===== src/core/rxcal_regs.svh =====
/*
  Register indices, field positions, reset values and timing counts of the
  receiver calibration, readback and configuration bank.
  Assumes it is included by bare name wherever these figures are needed.
*/
`ifndef RXCAL_REGS_SVH
`define RXCAL_REGS_SVH
// ----------------------------------------------------------------------
// Register indices
// ----------------------------------------------------------------------
`define REG_CTRL 4'h0
`define REG_OSC 4'h1
`define REG_CLK 4'h3
`define REG_IFCAL 4'h5
`define REG_FINE 4'h6
`define REG_RB 4'h7
`define REG_PDT 4'h8
`define REG_AGC 4'h9
`define REG_AFC 4'ha
`define REG_THR 4'hc
`define REG_DAC 4'he
`define REG_TEST 4'hf
// ----------------------------------------------------------------------
// Field positions
// ----------------------------------------------------------------------
`define TXRX_BIT 27
`define MUX_LSB 29
`define HALVE_BIT 18
`define SEQDIV_LSB 4
`define DEMDIV_LSB 12
`define CDRDIV_LSB 16
`define COARSE_BIT 4
`define TRIM_LSB 14
`define FINE_EN_BIT 4
`define DWELL_LSB 5
`define RBSEL_LSB 4
`define ADC_PWR_BIT 8
`define TRSW_BIT 11
`define GLOW_LSB 4
`define GHIGH_LSB 11
`define AGCMODE_LSB 18
`define FGAIN_LSB 20
`define FAMODE_BIT 25
`define KI_LSB 4
`define KP_LSB 8
`define RANGE_LSB 24
`define TLOCK_BIT 4
`define DACSEL_BIT 4
`define OFS_LSB 5
`define DGAIN_LSB 15
`define PULSE_LSB 18
`define LEAK_LSB 20
`define PEAK_LSB 23
`define TMODE_LSB 4
// ----------------------------------------------------------------------
// Values and counts
// ----------------------------------------------------------------------
`define TMODE_TUNE 4'h9
`define AGC_LOW_DEF 7'h1e
`define AGC_HIGH_DEF 7'h46
`define AGC_RST {14'h0000, `AGC_HIGH_DEF, `AGC_LOW_DEF, `REG_AGC}
`define FRONT_GAIN_30 2'h3
`define FRONT_GAIN_FALLBACK 2'h2
`define COARSE_TONES 4'h1
`define FINE_TONES 4'ha
`define CLK_HZ 25000000
`define TONE_MIN_US 500
`define TONE_MIN_CYC ((`TONE_MIN_US * `CLK_HZ + 999999) / 1000000)
`define SDM_FULL 20'sh08000
`endif


===== src/core/rxcal_pkg.sv =====
/*
  Types shared by the configuration bank and its calibration and test DAC
  blocks. Assumes rxcal_regs.svh is compiled alongside.
*/
package rxcal_pkg;
  typedef enum logic [1:0] {CAL_IDLE, CAL_COARSE, CAL_FINE} cal_state_t;
  typedef enum logic [2:0] {RB_STRENGTH, RB_BATT, RB_TEMP, RB_PIN, RB_FREQ} rb_sel_t;
  typedef struct packed {
    logic [1:0] pulse_stretch_tuning;
    logic [2:0] detector_leak_tuning;
    logic [1:0] detector_peak_tuning;
  } tune_t;
  typedef struct packed {
    logic [6:0] gain_low_limit;
    logic [6:0] gain_high_limit;
    logic auto_on;
    logic [1:0] front_gain;
  } agc_t;
  typedef struct packed {
    cal_state_t st;
    logic fine;
    logic [7:0] cnt;
    logic [3:0] tones;
    logic done;
  } cal_reg_t;
  typedef struct packed {
    logic signed [19:0] e1;
    logic signed [19:0] e2;
    logic q;
  } sdm_reg_t;
  typedef struct packed {
    logic [15:0][31:0] regs;
    logic [31:0] rdata;
    logic [7:0] seq_cnt;
    logic seq_tick;
    logic [7:0] dem_cnt;
    logic dem_tick;
    logic [7:0] cdr_cnt;
    logic rec_tick;
    logic rec_ok;
    logic rx_prev;
    logic [5:0] trim;
    logic dac_en;
    logic [15:0] dac_in;
    logic mux;
    logic adc_pwr;
    logic trsw;
    agc_t agc;
    logic [7:0] range;
    logic [3:0] ki;
    logic [2:0] kp;
    logic freeze;
    tune_t tune;
    logic tune_en;
  } core_reg_t;
endpackage : rxcal_pkg


===== src/core/rx_config_bank.sv =====
/*
  Configuration bank for registers 0 to 15 of the receiver: calibration
  start, readback validity, power-down test defaults, gain and frequency
  loop settings, threshold lock, tuning enable and the test DAC.
  Assumes a single-cycle register master and readback and demodulator
  inputs that come from logic on CLK_I.
*/
// Chosen here: the address map and the plain strobed port.
`timescale 1ns/1ps
`include "rxcal_regs.svh"
module rx_config_bank
  import rxcal_pkg::*;
(
  input wire logic CLK_I,
  input wire logic RST_I,
  input wire logic [3:0] ADDR_I,
  input wire logic [31:0] WDATA_I,
  input wire logic WR_I,
  input wire logic RD_I,
  output logic [31:0] RDATA_O,
  input wire logic [7:0] STRENGTH_I,
  input wire logic [7:0] BATT_I,
  input wire logic [7:0] TEMP_I,
  input wire logic [7:0] PIN_I,
  input wire logic [15:0] FREQ_I,
  input wire logic STRENGTH_SETTLED_FLAG_I,
  input wire logic [15:0] LIN_DEMOD_I,
  input wire logic [15:0] COR_DEMOD_I,
  output logic RX_MODE_O,
  output logic MUX_O,
  output logic CAL_BUSY_O,
  output logic CAL_TONE_O,
  output logic [5:0] FILTER_TRIM_O,
  output logic ADC_POWER_O,
  output logic TRX_SWITCH_EN_O,
  output agc_t AGC_O,
  output logic [7:0] FREQ_CORRECTION_RANGE_O,
  output logic [3:0] LOOP_INTEGRAL_GAIN_O,
  output logic [2:0] LOOP_PROPORTIONAL_GAIN_O,
  output logic THRESHOLD_FREEZE_O,
  output tune_t TUNE_O,
  output logic TUNE_EN_O,
  output logic DAC_EN_O,
  output logic RECOVERY_ACTIVE_O,
  output logic SEQUENCER_TICK_O,
  output logic SYNC_DETECT_O
);
  // ----------------------------------------------------------------------
  // State
  // ----------------------------------------------------------------------
  core_reg_t s_r;
  core_reg_t s_nxt;
  logic rx;
  logic cal_start;
  logic cal_busy;
  logic cal_done;
  logic cal_tone;
  logic rb_valid;
  logic [15:0] rb_val;
  logic [15:0] dac_sel;
  logic signed [26:0] dac_wide;
  logic [7:0] cdr_div;

  // Divider wrap test, shared by the three clock enables.
  function automatic logic div_last(input logic [7:0] cnt, input logic [7:0] div);
    div_last = (div == 8'h00) || (cnt == div - 8'h01);
  endfunction : div_last

  assign rx = s_r.regs[`REG_CTRL][`TXRX_BIT];
  assign cdr_div = s_r.regs[`REG_CLK][`CDRDIV_LSB +: 8];
  assign cal_start = WR_I && (ADDR_I == `REG_IFCAL) && WDATA_I[`COARSE_BIT];

  // ----------------------------------------------------------------------
  // Readback selection
  // ----------------------------------------------------------------------
  always_comb begin
    rb_val = 16'h0000;
    rb_valid = 1'b0;
    case (rb_sel_t'(s_r.regs[`REG_RB][`RBSEL_LSB +: 3]))
      RB_STRENGTH: begin
        rb_val = {8'h00, STRENGTH_I};
        rb_valid = rx;
      end
      RB_BATT: begin
        rb_val = {8'h00, BATT_I};
        rb_valid = !rx && s_r.adc_pwr;
      end
      RB_TEMP: begin
        rb_val = {8'h00, TEMP_I};
        rb_valid = !rx && s_r.adc_pwr;
      end
      RB_PIN: begin
        rb_val = {8'h00, PIN_I};
        rb_valid = !rx && s_r.adc_pwr;
      end
      RB_FREQ: begin
        rb_val = FREQ_I;
        rb_valid = 1'b1;
      end
      default: begin
        rb_val = 16'h0000;
        rb_valid = 1'b0;
      end
    endcase
  end

  // ----------------------------------------------------------------------
  // Test DAC input path
  // ----------------------------------------------------------------------
  // The difference is widened before the gain shift and then clipped, so a large
  // gain saturates instead of folding over.
  always_comb begin
    dac_sel = s_r.regs[`REG_DAC][`DACSEL_BIT] ? COR_DEMOD_I : LIN_DEMOD_I;
    dac_wide = ({{11{dac_sel[15]}}, dac_sel}
      - {{17{s_r.regs[`REG_DAC][`OFS_LSB + 9]}}, s_r.regs[`REG_DAC][`OFS_LSB +: 10]})
      <<< s_r.regs[`REG_DAC][`DGAIN_LSB +: 3];
  end

  // ----------------------------------------------------------------------
  // Next state
  // ----------------------------------------------------------------------
  always_comb begin
    s_nxt = s_r;
    s_nxt.rdata = 32'h0000_0000;
    if (WR_I) begin
      s_nxt.regs[ADDR_I] = WDATA_I;
    end
    if (RD_I) begin
      if (ADDR_I == `REG_RB) begin
        s_nxt.rdata = {rb_valid, cal_done, cal_busy, 13'h0000, rb_val};
      end else begin
        s_nxt.rdata = s_r.regs[ADDR_I];
      end
    end
    if (WR_I && (ADDR_I == `REG_DAC)) begin
      s_nxt.dac_en = 1'b1;
    end

    s_nxt.seq_tick = div_last(s_r.seq_cnt, s_r.regs[`REG_CLK][`SEQDIV_LSB +: 8]);
    s_nxt.seq_cnt = s_nxt.seq_tick ? 8'h00 : s_r.seq_cnt + 8'h01;
    s_nxt.dem_tick = div_last(s_r.dem_cnt, {4'h0, s_r.regs[`REG_CLK][`DEMDIV_LSB +: 4]});
    s_nxt.dem_cnt = s_nxt.dem_tick ? 8'h00 : s_r.dem_cnt + 8'h01;
    s_nxt.rec_tick = 1'b0;
    if (s_r.dem_tick) begin
      s_nxt.rec_tick = div_last(s_r.cdr_cnt, cdr_div);
      s_nxt.cdr_cnt = s_nxt.rec_tick ? 8'h00 : s_r.cdr_cnt + 8'h01;
    end
    // A divide of one or less puts the recovery clock at the demodulator rate.
    s_nxt.rec_ok = (cdr_div > 8'h01);

    s_nxt.rx_prev = rx;
    if (rx && !s_r.rx_prev) begin
      s_nxt.trim = s_r.regs[`REG_IFCAL][`TRIM_LSB +: 6];
    end

    if (dac_wide > 27'sh0007fff) begin
      s_nxt.dac_in = 16'h7fff;
    end else if (dac_wide < -27'sh0008000) begin
      s_nxt.dac_in = 16'h8000;
    end else begin
      s_nxt.dac_in = dac_wide[15:0];
    end

    case (s_r.regs[`REG_CTRL][`MUX_LSB +: 3])
      3'h0: s_nxt.mux = cal_done;
      3'h1: s_nxt.mux = STRENGTH_SETTLED_FLAG_I && rx;
      3'h2: s_nxt.mux = rx;
      default: s_nxt.mux = 1'b0;
    endcase

    s_nxt.adc_pwr = rx || s_r.regs[`REG_PDT][`ADC_PWR_BIT];
    s_nxt.trsw = !s_r.regs[`REG_PDT][`TRSW_BIT];

    s_nxt.agc.gain_low_limit = s_r.regs[`REG_AGC][`GLOW_LSB +: 7];
    s_nxt.agc.gain_high_limit = s_r.regs[`REG_AGC][`GHIGH_LSB +: 7];
    s_nxt.agc.auto_on = rx && (s_r.regs[`REG_AGC][`AGCMODE_LSB +: 2] == 2'h0);
    if (s_r.regs[`REG_AGC][`FAMODE_BIT]
        && (s_r.regs[`REG_AGC][`FGAIN_LSB +: 2] == `FRONT_GAIN_30)) begin
      s_nxt.agc.front_gain = `FRONT_GAIN_FALLBACK;
    end else begin
      s_nxt.agc.front_gain = s_r.regs[`REG_AGC][`FGAIN_LSB +: 2];
    end

    if (s_r.regs[`REG_OSC][`HALVE_BIT]) begin
      s_nxt.range = {1'b0, s_r.regs[`REG_AFC][`RANGE_LSB + 1 +: 7]};
    end else begin
      s_nxt.range = s_r.regs[`REG_AFC][`RANGE_LSB +: 8];
    end
    s_nxt.ki = s_r.regs[`REG_AFC][`KI_LSB +: 4];
    s_nxt.kp = s_r.regs[`REG_AFC][`KP_LSB +: 3];
    s_nxt.freeze = s_r.regs[`REG_THR][`TLOCK_BIT];

    s_nxt.tune_en = (s_r.regs[`REG_TEST][`TMODE_LSB +: 4] == `TMODE_TUNE);
    if (s_nxt.tune_en) begin
      s_nxt.tune.pulse_stretch_tuning = s_r.regs[`REG_DAC][`PULSE_LSB +: 2];
      s_nxt.tune.detector_leak_tuning = s_r.regs[`REG_DAC][`LEAK_LSB +: 3];
      s_nxt.tune.detector_peak_tuning = s_r.regs[`REG_DAC][`PEAK_LSB +: 2];
    end else begin
      s_nxt.tune = '0;
    end
  end

  // ----------------------------------------------------------------------
  // Registers
  // ----------------------------------------------------------------------
  always_ff @(posedge CLK_I or posedge RST_I) begin
    if (RST_I) begin
      s_r <= '0;
      s_r.regs[`REG_AGC] <= `AGC_RST;
      s_r.agc.gain_low_limit <= `AGC_LOW_DEF;
      s_r.agc.gain_high_limit <= `AGC_HIGH_DEF;
      s_r.trsw <= 1'b1;
    end else begin
      s_r <= s_nxt;
    end
  end

  // ----------------------------------------------------------------------
  // Calibration and test DAC
  // ----------------------------------------------------------------------
  filter_cal_seq u_cal (
    .clk_i(CLK_I),
    .rst_i(RST_I),
    .start_i(cal_start),
    .fine_en_i(s_r.regs[`REG_FINE][`FINE_EN_BIT]),
    .tick_i(s_r.seq_tick),
    .dwell_i(s_r.regs[`REG_FINE][`DWELL_LSB +: 8]),
    .busy_o(cal_busy),
    .done_o(cal_done),
    .tone_o(cal_tone)
  );

  sigma_delta_dac u_dac (
    .clk_i(CLK_I),
    .rst_i(RST_I),
    .en_i(s_r.dac_en),
    .tick_i(s_r.rec_tick),
    .din_i(s_r.dac_in),
    .bit_o(SYNC_DETECT_O)
  );

  // ----------------------------------------------------------------------
  // Outputs
  // ----------------------------------------------------------------------
  assign RDATA_O = s_r.rdata;
  assign RX_MODE_O = s_r.rx_prev;
  assign MUX_O = s_r.mux;
  assign CAL_BUSY_O = cal_busy;
  assign CAL_TONE_O = cal_tone;
  assign FILTER_TRIM_O = s_r.trim;
  assign ADC_POWER_O = s_r.adc_pwr;
  assign TRX_SWITCH_EN_O = s_r.trsw;
  assign AGC_O = s_r.agc;
  assign FREQ_CORRECTION_RANGE_O = s_r.range;
  assign LOOP_INTEGRAL_GAIN_O = s_r.ki;
  assign LOOP_PROPORTIONAL_GAIN_O = s_r.kp;
  assign THRESHOLD_FREEZE_O = s_r.freeze;
  assign TUNE_O = s_r.tune;
  assign TUNE_EN_O = s_r.tune_en;
  assign DAC_EN_O = s_r.dac_en;
  assign RECOVERY_ACTIVE_O = s_r.rec_ok;
  assign SEQUENCER_TICK_O = s_r.seq_tick;
endmodule : rx_config_bank


===== src/core/filter_cal_seq.sv =====
/*
  IF filter calibration sequencer: a coarse step, then optionally ten fine
  tone intervals, each a programmed number of sequencer ticks.
  Assumes start_i and tick_i are one-cycle pulses on clk_i.
*/
`timescale 1ns/1ps
`include "rxcal_regs.svh"
module filter_cal_seq
  import rxcal_pkg::*;
(
  input wire logic clk_i,
  input wire logic rst_i,
  input wire logic start_i,
  input wire logic fine_en_i,
  input wire logic tick_i,
  input wire logic [7:0] dwell_i,
  output logic busy_o,
  output logic done_o,
  output logic tone_o
);
  cal_reg_t s_r;
  cal_reg_t s_nxt;
  logic last;

  always_comb begin
    s_nxt = s_r;
    last = (dwell_i == 8'h00) || (s_r.cnt == dwell_i - 8'h01);
    if (start_i) begin
      // A new request always restarts from the coarse step.
      s_nxt.st = CAL_COARSE;
      s_nxt.fine = fine_en_i;
      s_nxt.cnt = 8'h00;
      s_nxt.tones = 4'h0;
      s_nxt.done = 1'b0;
    end else if (tick_i) begin
      case (s_r.st)
        CAL_IDLE: begin
          s_nxt.cnt = 8'h00;
        end
        CAL_COARSE: begin
          s_nxt.cnt = last ? 8'h00 : s_r.cnt + 8'h01;
          if (last && (s_r.tones + 4'h1 == `COARSE_TONES)) begin
            s_nxt.tones = 4'h0;
            s_nxt.st = s_r.fine ? CAL_FINE : CAL_IDLE;
            s_nxt.done = !s_r.fine;
          end else if (last) begin
            s_nxt.tones = s_r.tones + 4'h1;
          end
        end
        CAL_FINE: begin
          s_nxt.cnt = last ? 8'h00 : s_r.cnt + 8'h01;
          if (last && (s_r.tones + 4'h1 == `FINE_TONES)) begin
            s_nxt.tones = 4'h0;
            s_nxt.st = CAL_IDLE;
            s_nxt.done = 1'b1;
          end else if (last) begin
            s_nxt.tones = s_r.tones + 4'h1;
          end
        end
        default: begin
          s_nxt.st = CAL_IDLE;
        end
      endcase
    end
  end

  always_ff @(posedge clk_i or posedge rst_i) begin
    if (rst_i) begin
      s_r <= '0;
    end else begin
      s_r <= s_nxt;
    end
  end

  assign busy_o = (s_r.st != CAL_IDLE);
  assign done_o = s_r.done;
  assign tone_o = s_r.tones[0];
endmodule : filter_cal_seq


===== src/core/sigma_delta_dac.sv =====
/*
  Second-order error-feedback sigma-delta modulator for the test DAC.
  Assumes tick_i is the one-cycle recovery clock enable on clk_i.
*/
`timescale 1ns/1ps
`include "rxcal_regs.svh"
module sigma_delta_dac
  import rxcal_pkg::*;
(
  input wire logic clk_i,
  input wire logic rst_i,
  input wire logic en_i,
  input wire logic tick_i,
  input wire logic [15:0] din_i,
  output logic bit_o
);
  sdm_reg_t s_r;
  sdm_reg_t s_nxt;
  logic signed [19:0] u;

  always_comb begin
    s_nxt = s_r;
    // Twenty bits keep u clear of wrap with the doubled error term.
    u = {{4{din_i[15]}}, din_i} + (s_r.e1 <<< 1) - s_r.e2;
    if (!en_i) begin
      s_nxt = '0;
    end else if (tick_i) begin
      s_nxt.q = !u[19];
      s_nxt.e2 = s_r.e1;
      s_nxt.e1 = u[19] ? u + `SDM_FULL : u - `SDM_FULL;
    end
  end

  always_ff @(posedge clk_i or posedge rst_i) begin
    if (rst_i) begin
      s_r <= '0;
    end else begin
      s_r <= s_nxt;
    end
  end

  assign bit_o = s_r.q;
endmodule : sigma_delta_dac


===== config.mk =====
export PLATFORM = sky130hd
export DESIGN_NAME = rx_config_bank
export DESIGN_NICKNAME = d
export VERILOG_FILES = /design/src/core/rxcal_pkg.sv /design/src/core/rx_config_bank.sv /design/src/core/filter_cal_seq.sv /design/src/core/sigma_delta_dac.sv
export VERILOG_INCLUDE_DIRS = /design/src /design/src/core
export SDC_FILE = /design/constraint.sdc
export NUM_CORES = 2
export LEC_CHECK = 0
export BUFFER_PORTS_ARGS = -buffer_cell sky130_fd_sc_hd__buf_2
export CELL_PAD_IN_SITES_DETAIL_PLACEMENT = 1
export CELL_PAD_IN_SITES_GLOBAL_PLACEMENT = 1
export CORE_MARGIN = 5
export CORE_UTILIZATION = 40
export DETAILED_ROUTE_END_ITERATION = 10
export PLACE_DENSITY = 0.66
export SYNTH_ARGS = -nofsm -noshare
export SYNTH_HDL_FRONTEND = slang
export SYNTH_SLANG_ARGS = --single-unit

===== constraint.sdc =====
create_clock -name CLK_I -period 22.3 [get_ports CLK_I]
set_input_delay 1.115 -clock CLK_I [delete_from_list [all_inputs] [get_ports CLK_I]]
set_output_delay 1.115 -clock CLK_I [all_outputs]
set_load 0.005 [all_outputs]

[Word level (Yosys, flattened, before mapping)]
Cells that the tools add are included.
Word-level totals
  output and inout bits: 89
  bits in registers: 697
  logic and storage cells: 172
  input port bits: 121
Operators by class
  reduce and logical (&&, ||, !) cells: 39
  $add $sub $neg: 14
  shift operators: 1
  equality and inequality tests: 23
  order comparisons: 5
  multiplexer cells: 39
Operator list (count)
  $bwmux W512: 1
  $bmux W32 S4: 1
  $demux W32 S4: 1
  $mux W32: 4
  $mux W41: 2
  $pmux W16 S5: 1
  $mux W16: 3
  $mux W8: 5
  $add A8 B1 Y8 const B: 4
  $eq A8 B8 Y1: 4
  $gt A27 B16 Y1 const B: 1
  $lt A27 B16 Y1 const B: 1
  $sshl A27 B3 Y27: 1
  $mux W13: 2
  $logic_not A8 Y1: 3
  $sub A8 B1 Y8 const B: 3
  $add A20 B17 Y20 const B: 1
  $add A20 B20 Y20: 1
  $mux W20: 1
  $sub A20 B17 Y20 const B: 1
  $sub A20 B20 Y20: 1
  $sub A16 B10 Y17: 1
  $pmux W8 S2: 1
  $eq A4 B4 Y1 const B: 3
  34 further kinds: 74

[Depth between registers and ports, before layout]
  depth after elaboration: 8
  depth in mapped cells: 20
  depth with buffers taken out: 20

[Cells and area by module]
From an unflattened synthesis, not the netlist that was laid out.
Second synthesis, totals
  cell total of the unflattened synthesis: 2695
  area total of the unflattened synthesis: 35517.8 µm²
Modules (own cells, without submodules)
  rx_config_bank: times used 1, sequential area each 16011.6 µm², cells each 2172, area an instance 30674.4 µm²
  sigma_delta_dac: times used 1, sequential area each 1026.0 µm², cells each 354, area an instance 3398.3 µm²
  filter_cal_seq: times used 1, sequential area each 400.4 µm², cells each 169, area an instance 1445.1 µm²

[Worst setup path before layout]
No wires, ideal clock.
  kind: input to register
  start point: input COR_DEMOD_I[0]
  end point: register s_r[49] in the netlist's numbering
  path buffers: 1
  library setup time: 118 ps
  path slack: 18038 ps
  data required time: 22182 ps
  arrival: 4144 ps
  stages: 15
  cell sequence: mux2i_1 > ha_1 > inv_1 > fa_1 > a21o_2 > a22oi_1 > a31oi_2 > o31a_4 > mux2_4 > o21ai_4 > nand4_1 > a21o_1 > o41a_1 > buf_6 > a21o_1
RTL lines
  start: declaration: RTL line rx_config_bank.sv:28  | input wire logic [15:0] COR_DEMOD_I,
  end signal: assignment: RTL line rx_config_bank.sv:214  | s_r <= s_nxt;
  end: declaration: RTL line rx_config_bank.sv:51  | core_reg_t s_r;

==> metrics.txt <==
# TYPE chip_impl_metric gauge
chip_impl_metric{name="grt_max_degree",unit=""} 166
chip_impl_metric{name="dieHeight",unit="microns"} 306.3
chip_impl_info{name="crit_type",value="flop to flop"} 1
chip_impl_metric{name="worst_r2r_path_depth",unit=""} 14
chip_impl_metric{name="area_growth_syn_to_layout",unit="%"} 12.94
chip_impl_metric{name="postCtsSetupRepairBufs",unit=""} 0
chip_impl_metric{name="clock_insertion_delay_worst_skew",unit="ns"} 0.64
chip_impl_metric{name="timing.max_cap.violations",unit=""} 0
chip_impl_metric{name="detail_route.vias_per_cell",unit=""} 5.554
chip_impl_metric{name="irDropWorstVdd",unit="V"} 0.00008303
chip_impl_metric{name="floorplan.initialDensity",unit="%"} 40.41
chip_impl_metric{name="fillers",unit=""} 8792
chip_impl_metric{name="synth-seq-cells",unit=""} 696
chip_impl_metric{name="max_slew.worst_pin.slew",unit="ns"} 1.265
chip_impl_metric{name="seq_area_frac_synth",unit="%"} 49.67
chip_impl_metric{name="combinationalPowerShare",unit="%"} 33.4
chip_impl_metric{name="holdBufCountCts",unit=""} 0
chip_impl_metric{name="longest_individual_stage_delay_on_the_worst_path",unit="ns"} 0.87
chip_impl_info{name="layout_commonest_cell",value="sky130_fd_sc_hd__dfrtp_1"} 1
chip_impl_info{name="clock_tree_from_tritoncts",value="done"} 1
chip_impl_info{name="cts.root.buffer_cell",value="sky130_fd_sc_hd__clkbuf_16"} 1
chip_impl_metric{name="cellPowerDensity",unit="nW/um^2"} 121.7
chip_impl_info{name="startpoint_of_the_tightest_hold_check_path",value="s_nxt[38]$_DFFE_PP1P_"} 1
chip_impl_metric{name="ys_async_sr_fraction",unit="%"} 100.0
chip_impl_metric{name="route.layer.met1.wl",unit="microns"} 43430
chip_impl_metric{name="r2r_setup_slack",unit="ns"} 17.44
chip_impl_metric{name="synth-edff-count",unit=""} 0
chip_impl_info{name="endpoint_kind",value="flop"} 1
chip_impl_metric{name="global_route.overflow_total",unit=""} 0
chip_impl_metric{name="syn-num-nets",unit=""} 2843
chip_impl_info{name="critical-path-top-cell-by-count",value="sky130_fd_sc_hd__a21o_2"} 1
chip_impl_metric{name="hold-path-cell-count",unit=""} 0
chip_impl_metric{name="timing.fmax",unit="GHz"} 0.2058
chip_impl_metric{name="layout_min_cycle_time",unit="ns"} 4.860
chip_impl_metric{name="cell_internal_pwr",unit="mW"} 3.233
chip_impl_metric{name="wl",unit="microns"} 98950
chip_impl_info{name="holdCritPathClass",value="flop to flop"} 1
chip_impl_metric{name="core",unit="sq um"} 86890
chip_impl_info{name="regToRegStartpoint",value="s_r[580]$_DFFE_PP0P_"} 1
chip_impl_metric{name="place_congestion",unit=""} 0.8356
chip_impl_metric{name="post_synth_instance_area",unit="sq um"} 35110
chip_impl_metric{name="hold_violations",unit=""} 0
chip_impl_metric{name="power.sequential.fraction",unit="%"} 36.9
chip_impl_metric{name="buffer_ports.inserted",unit=""} 209
chip_impl_metric{name="post_synth_num_cell_types",unit=""} 85
chip_impl_metric{name="clk_pin_slew",unit="ns"} 0.06
chip_impl_metric{name="detailedRoute.firstIterationViolations",unit=""} 1261
chip_impl_info{name="worst_r2r_endpoint",value="s_r[48]$_DFF_PP0_"} 1
chip_impl_metric{name="cts.htree.levels",unit=""} 3
chip_impl_metric{name="die_width",unit="microns"} 306.3
chip_impl_info{name="run_status",value="complete, no violations"} 1
chip_impl_metric{name="route.vias.total",unit=""} 21910
chip_impl_metric{name="met2_wirelength",unit="microns"} 49360
chip_impl_metric{name="fp-row-count",unit=""} 108
chip_impl_metric{name="first_pass_iters",unit=""} 5
chip_impl_metric{name="post_cts.resized_instances",unit=""} 0
chip_impl_metric{name="number_of_global_route_vias_before_repair",unit=""} 24630
chip_impl_metric{name="cts_made_buffers",unit=""} 80
chip_impl_info{name="layout_common_cells",value="sky130_fd_sc_hd__dfrtp_1 (678), sky130_fd_sc_hd__mux2_2 (529), sky130_fd_sc_hd__buf_2 (207), sky130_fd_sc_hd__mux4_2 (160), sky130_fd_sc_hd__inv_1 (121)"} 1
chip_impl_metric{name="drcViolationCount",unit=""} 0
chip_impl_metric{name="post-layout-total-power",unit="mW"} 4.827
chip_impl_metric{name="yosysWarningCount",unit=""} 0
chip_impl_metric{name="final_layout_size_suffix_gt1_share",unit="%"} 40.63
chip_impl_metric{name="finalClockSkew",unit="ns"} 0.03570
chip_impl_metric{name="dp.final_hpwl",unit="microns"} 65590
chip_impl_metric{name="i_o_pin_count",unit=""} 210
chip_impl_metric{name="wire_length_of_the_first_global_routing_pass",unit="microns"} 152900
chip_impl_info{name="top_signal_layer_used",value="met5"} 1
chip_impl_metric{name="tritoncts_num_sinks",unit=""} 696
chip_impl_metric{name="antenna_violations_before_repair",unit=""} 11
chip_impl_metric{name="clock_power_share",unit="%"} 29.7
chip_impl_metric{name="cells_after_synthesis",unit=""} 2647
chip_impl_info{name="crit_slowest_cell",value="sky130_fd_sc_hd__dfrtp_1"} 1
chip_impl_metric{name="critical_path_required",unit="ns"} 22.86
chip_impl_info{name="synth_top_flop_cell",value="sky130_fd_sc_hd__dfrtp_1"} 1
chip_impl_metric{name="cts_buffer_depth",unit=""} 3
chip_impl_metric{name="met3_wirelength",unit="microns"} 3639
chip_impl_info{name="cp_cell_sequence",value="mux2i_1 > ha_1 > inv_1 > fa_1 > a21o_2 > a221oi_2 > o211ai_1 > and4_1 > o41ai_1 > o21ai_0 > a22oi_1 > a31oi_1 > a211oi_2 > a21o_2"} 1
chip_impl_info{name="startpoint_type_of_the_worst_setup_path",value="flop"} 1
chip_impl_metric{name="power.net_switching",unit="mW"} 1.594
chip_impl_metric{name="nNetsFinal",unit=""} 2919
chip_impl_metric{name="timing.final.crit_share",unit="%"} 21.79
chip_impl_info{name="holdPathEnd",value="AGC_O[14]$_DFF_PP1_"} 1
chip_impl_metric{name="drt.antenna.violating_nets",unit=""} 0
chip_impl_metric{name="power_leakage",unit="nW"} 17.44
chip_impl_metric{name="synth_area_per_cell",unit="sq um"} 13.26
chip_impl_metric{name="die_area",unit="sq um"} 93800
chip_impl_metric{name="worst_slew_margin",unit="%"} 15.67
chip_impl_metric{name="power.switching_fraction",unit="%"} 33.02
chip_impl_metric{name="path_max_fanout",unit=""} 18
chip_impl_metric{name="max_slew_violation_total_from_the_final_report",unit=""} 0
chip_impl_metric{name="drt-wirelength-per-cell",unit="microns"} 25.09
chip_impl_metric{name="arrival",unit="ns"} 5.42
chip_impl_metric{name="setup_viol",unit=""} 0
chip_impl_metric{name="finalSetupTns",unit="ns"} 0
chip_impl_info{name="setup_repair_after_global_routing_missed_its_margin",value="no"} 1
chip_impl_metric{name="globalRouteTotalUtil",unit="%"} 20.95
final cells by class:
class	instances	area, sq um	area share, %
Timing Repair Buffer	245	1345	3.392
Antenna cell	3	7.507	0.01893
Clock inverter	34	636.9	1.606
Clock buffer	111	2271	5.727
Sequential cell	696	17440	43.98
Multi-Input combinational cell	1576	16040	40.44
Tap cell	1155	1445	3.644
Inverter	124	473.0	1.193
cell families after synthesis:
logic type | count (synthesis) | share of synthesized area, %
flip-flops | 696 | 49.67
buffers and inverters | 375 | 4.939
AO/OA/AOI/OAI | 261 | 5.103
AND/OR/NAND/NOR | 397 | 5.766
adder cells (fa/ha/maj) | 75 | 3.122
XOR/XNOR | 82 | 2.046
multiplexers | 761 | 29.36
how the worst max path moves through the flow:
stage | from | end | slack [ns]
floorplan | RST_I | ADC_POWER_O$_DFF_PP0_ | 1.70
global placement | COR_DEMOD_I[0] | s_r[48]$_DFF_PP0_ | 17.46
detailed placement | COR_DEMOD_I[0] | s_r[52]$_DFF_PP0_ | 17.32
CTS | s_r[580]$_DFFE_PP0P_ | s_r[48]$_DFF_PP0_ | 17.47
global route | s_r[580]$_DFFE_PP0P_ | s_r[52]$_DFF_PP0_ | 17.17
finish | s_r[580]$_DFFE_PP0P_ | s_r[48]$_DFF_PP0_ | 17.44
layer usage:
layer | global-route usage, % | vias up
met5 | 0 | -
met4 | 5.670 | 6
met3 | 3.389 | 135
met2 | 35.76 | 379
met1 | 28.05 | 11810
li1 | - | 9575
critical path: cells and delay by family, from the launching register on:
| family | cells | cell delay, ns |
|---|---|---|
| AO/OA/AOI/OAI | 9 | 2.75 |
| adder cells (fa/ha/maj) | 2 | 0.59 |
| buffers and inverters | 1 | 0.06 |
| flip-flops | 1 | 0.87 |
| multiplexers | 1 | 0.28 |
| AND/OR/NAND/NOR | 1 | 0.24 |
cell usage after synthesis (19+ instances only):
library cell               number  area (sq um)
sky130_fd_sc_hd__a21o_1        24         180.2
sky130_fd_sc_hd__a21oi_1       45         225.2
sky130_fd_sc_hd__and2_1        23         143.9
sky130_fd_sc_hd__and3_1        25         156.4
sky130_fd_sc_hd__buf_1         40         150.1
sky130_fd_sc_hd__buf_4         78         585.6
sky130_fd_sc_hd__clkbuf_1     126         473.0
sky130_fd_sc_hd__dfrtp_1      679         16990
sky130_fd_sc_hd__fa_1          21         420.4
sky130_fd_sc_hd__ha_1          54         675.7
sky130_fd_sc_hd__inv_1        122         457.9
sky130_fd_sc_hd__mux2_2       529          5957
sky130_fd_sc_hd__mux2i_1       69         690.7
sky130_fd_sc_hd__mux4_2       160          3603
sky130_fd_sc_hd__nand2_1       86         322.8
sky130_fd_sc_hd__nand3_1       47         235.2
sky130_fd_sc_hd__nor2_1        95         356.6
sky130_fd_sc_hd__nor2b_1       39         244.0
sky130_fd_sc_hd__nor3_1        19         95.09
sky130_fd_sc_hd__o21ai_0       86         430.4
sky130_fd_sc_hd__xnor2_1       46         402.9
sky130_fd_sc_hd__xor2_1        36         315.3
power by group through the flow:
stage / Clock, mW / Combinational, mW / Sequential, mW
2_1_floorplan: 0 / 1.29 / 1.70
3_3_place_gp: 0 / 1.54 / 1.78
3_5_place_dp: 0 / 1.62 / 1.80
4_1_cts: 1.47 / 1.63 / 1.78
5_1_grt: 1.52 / 1.79 / 1.81
6_report: 1.43 / 1.61 / 1.78
state kept, by name, indices dropped and copies added (netlist names), 3 cells and up:
register / flops
LOOP_PROPORTIONAL_GAIN_O: 3
s_nxt: 22
u_dac.s_r: 40
FREQ_CORRECTION_RANGE_O: 8
RDATA_O: 32
cdr_div: 8
TUNE_O: 7
LOOP_INTEGRAL_GAIN_O: 4
u_cal.s_r: 14
s_r: 522
FILTER_TRIM_O: 6
AGC_O: 17
stage by stage:
step	std cells	hold slack (ns)	instance area [sq um]	util (%)	setup WS, ns
after floorplan	2647	0.3578	35110	-	1.696
after global placement	3796	0.3685	36740	42.28	17.46
after detailed placement	3796	0.3721	36740	42.28	17.32
after CTS	3941	0.3768	39650	45.63	17.47
after global routing	3941	0.3818	39650	45.63	17.17
final	3944	0.3767	39650	45.64	17.44
No activity file was read; power rests on OpenSTA's default activity.
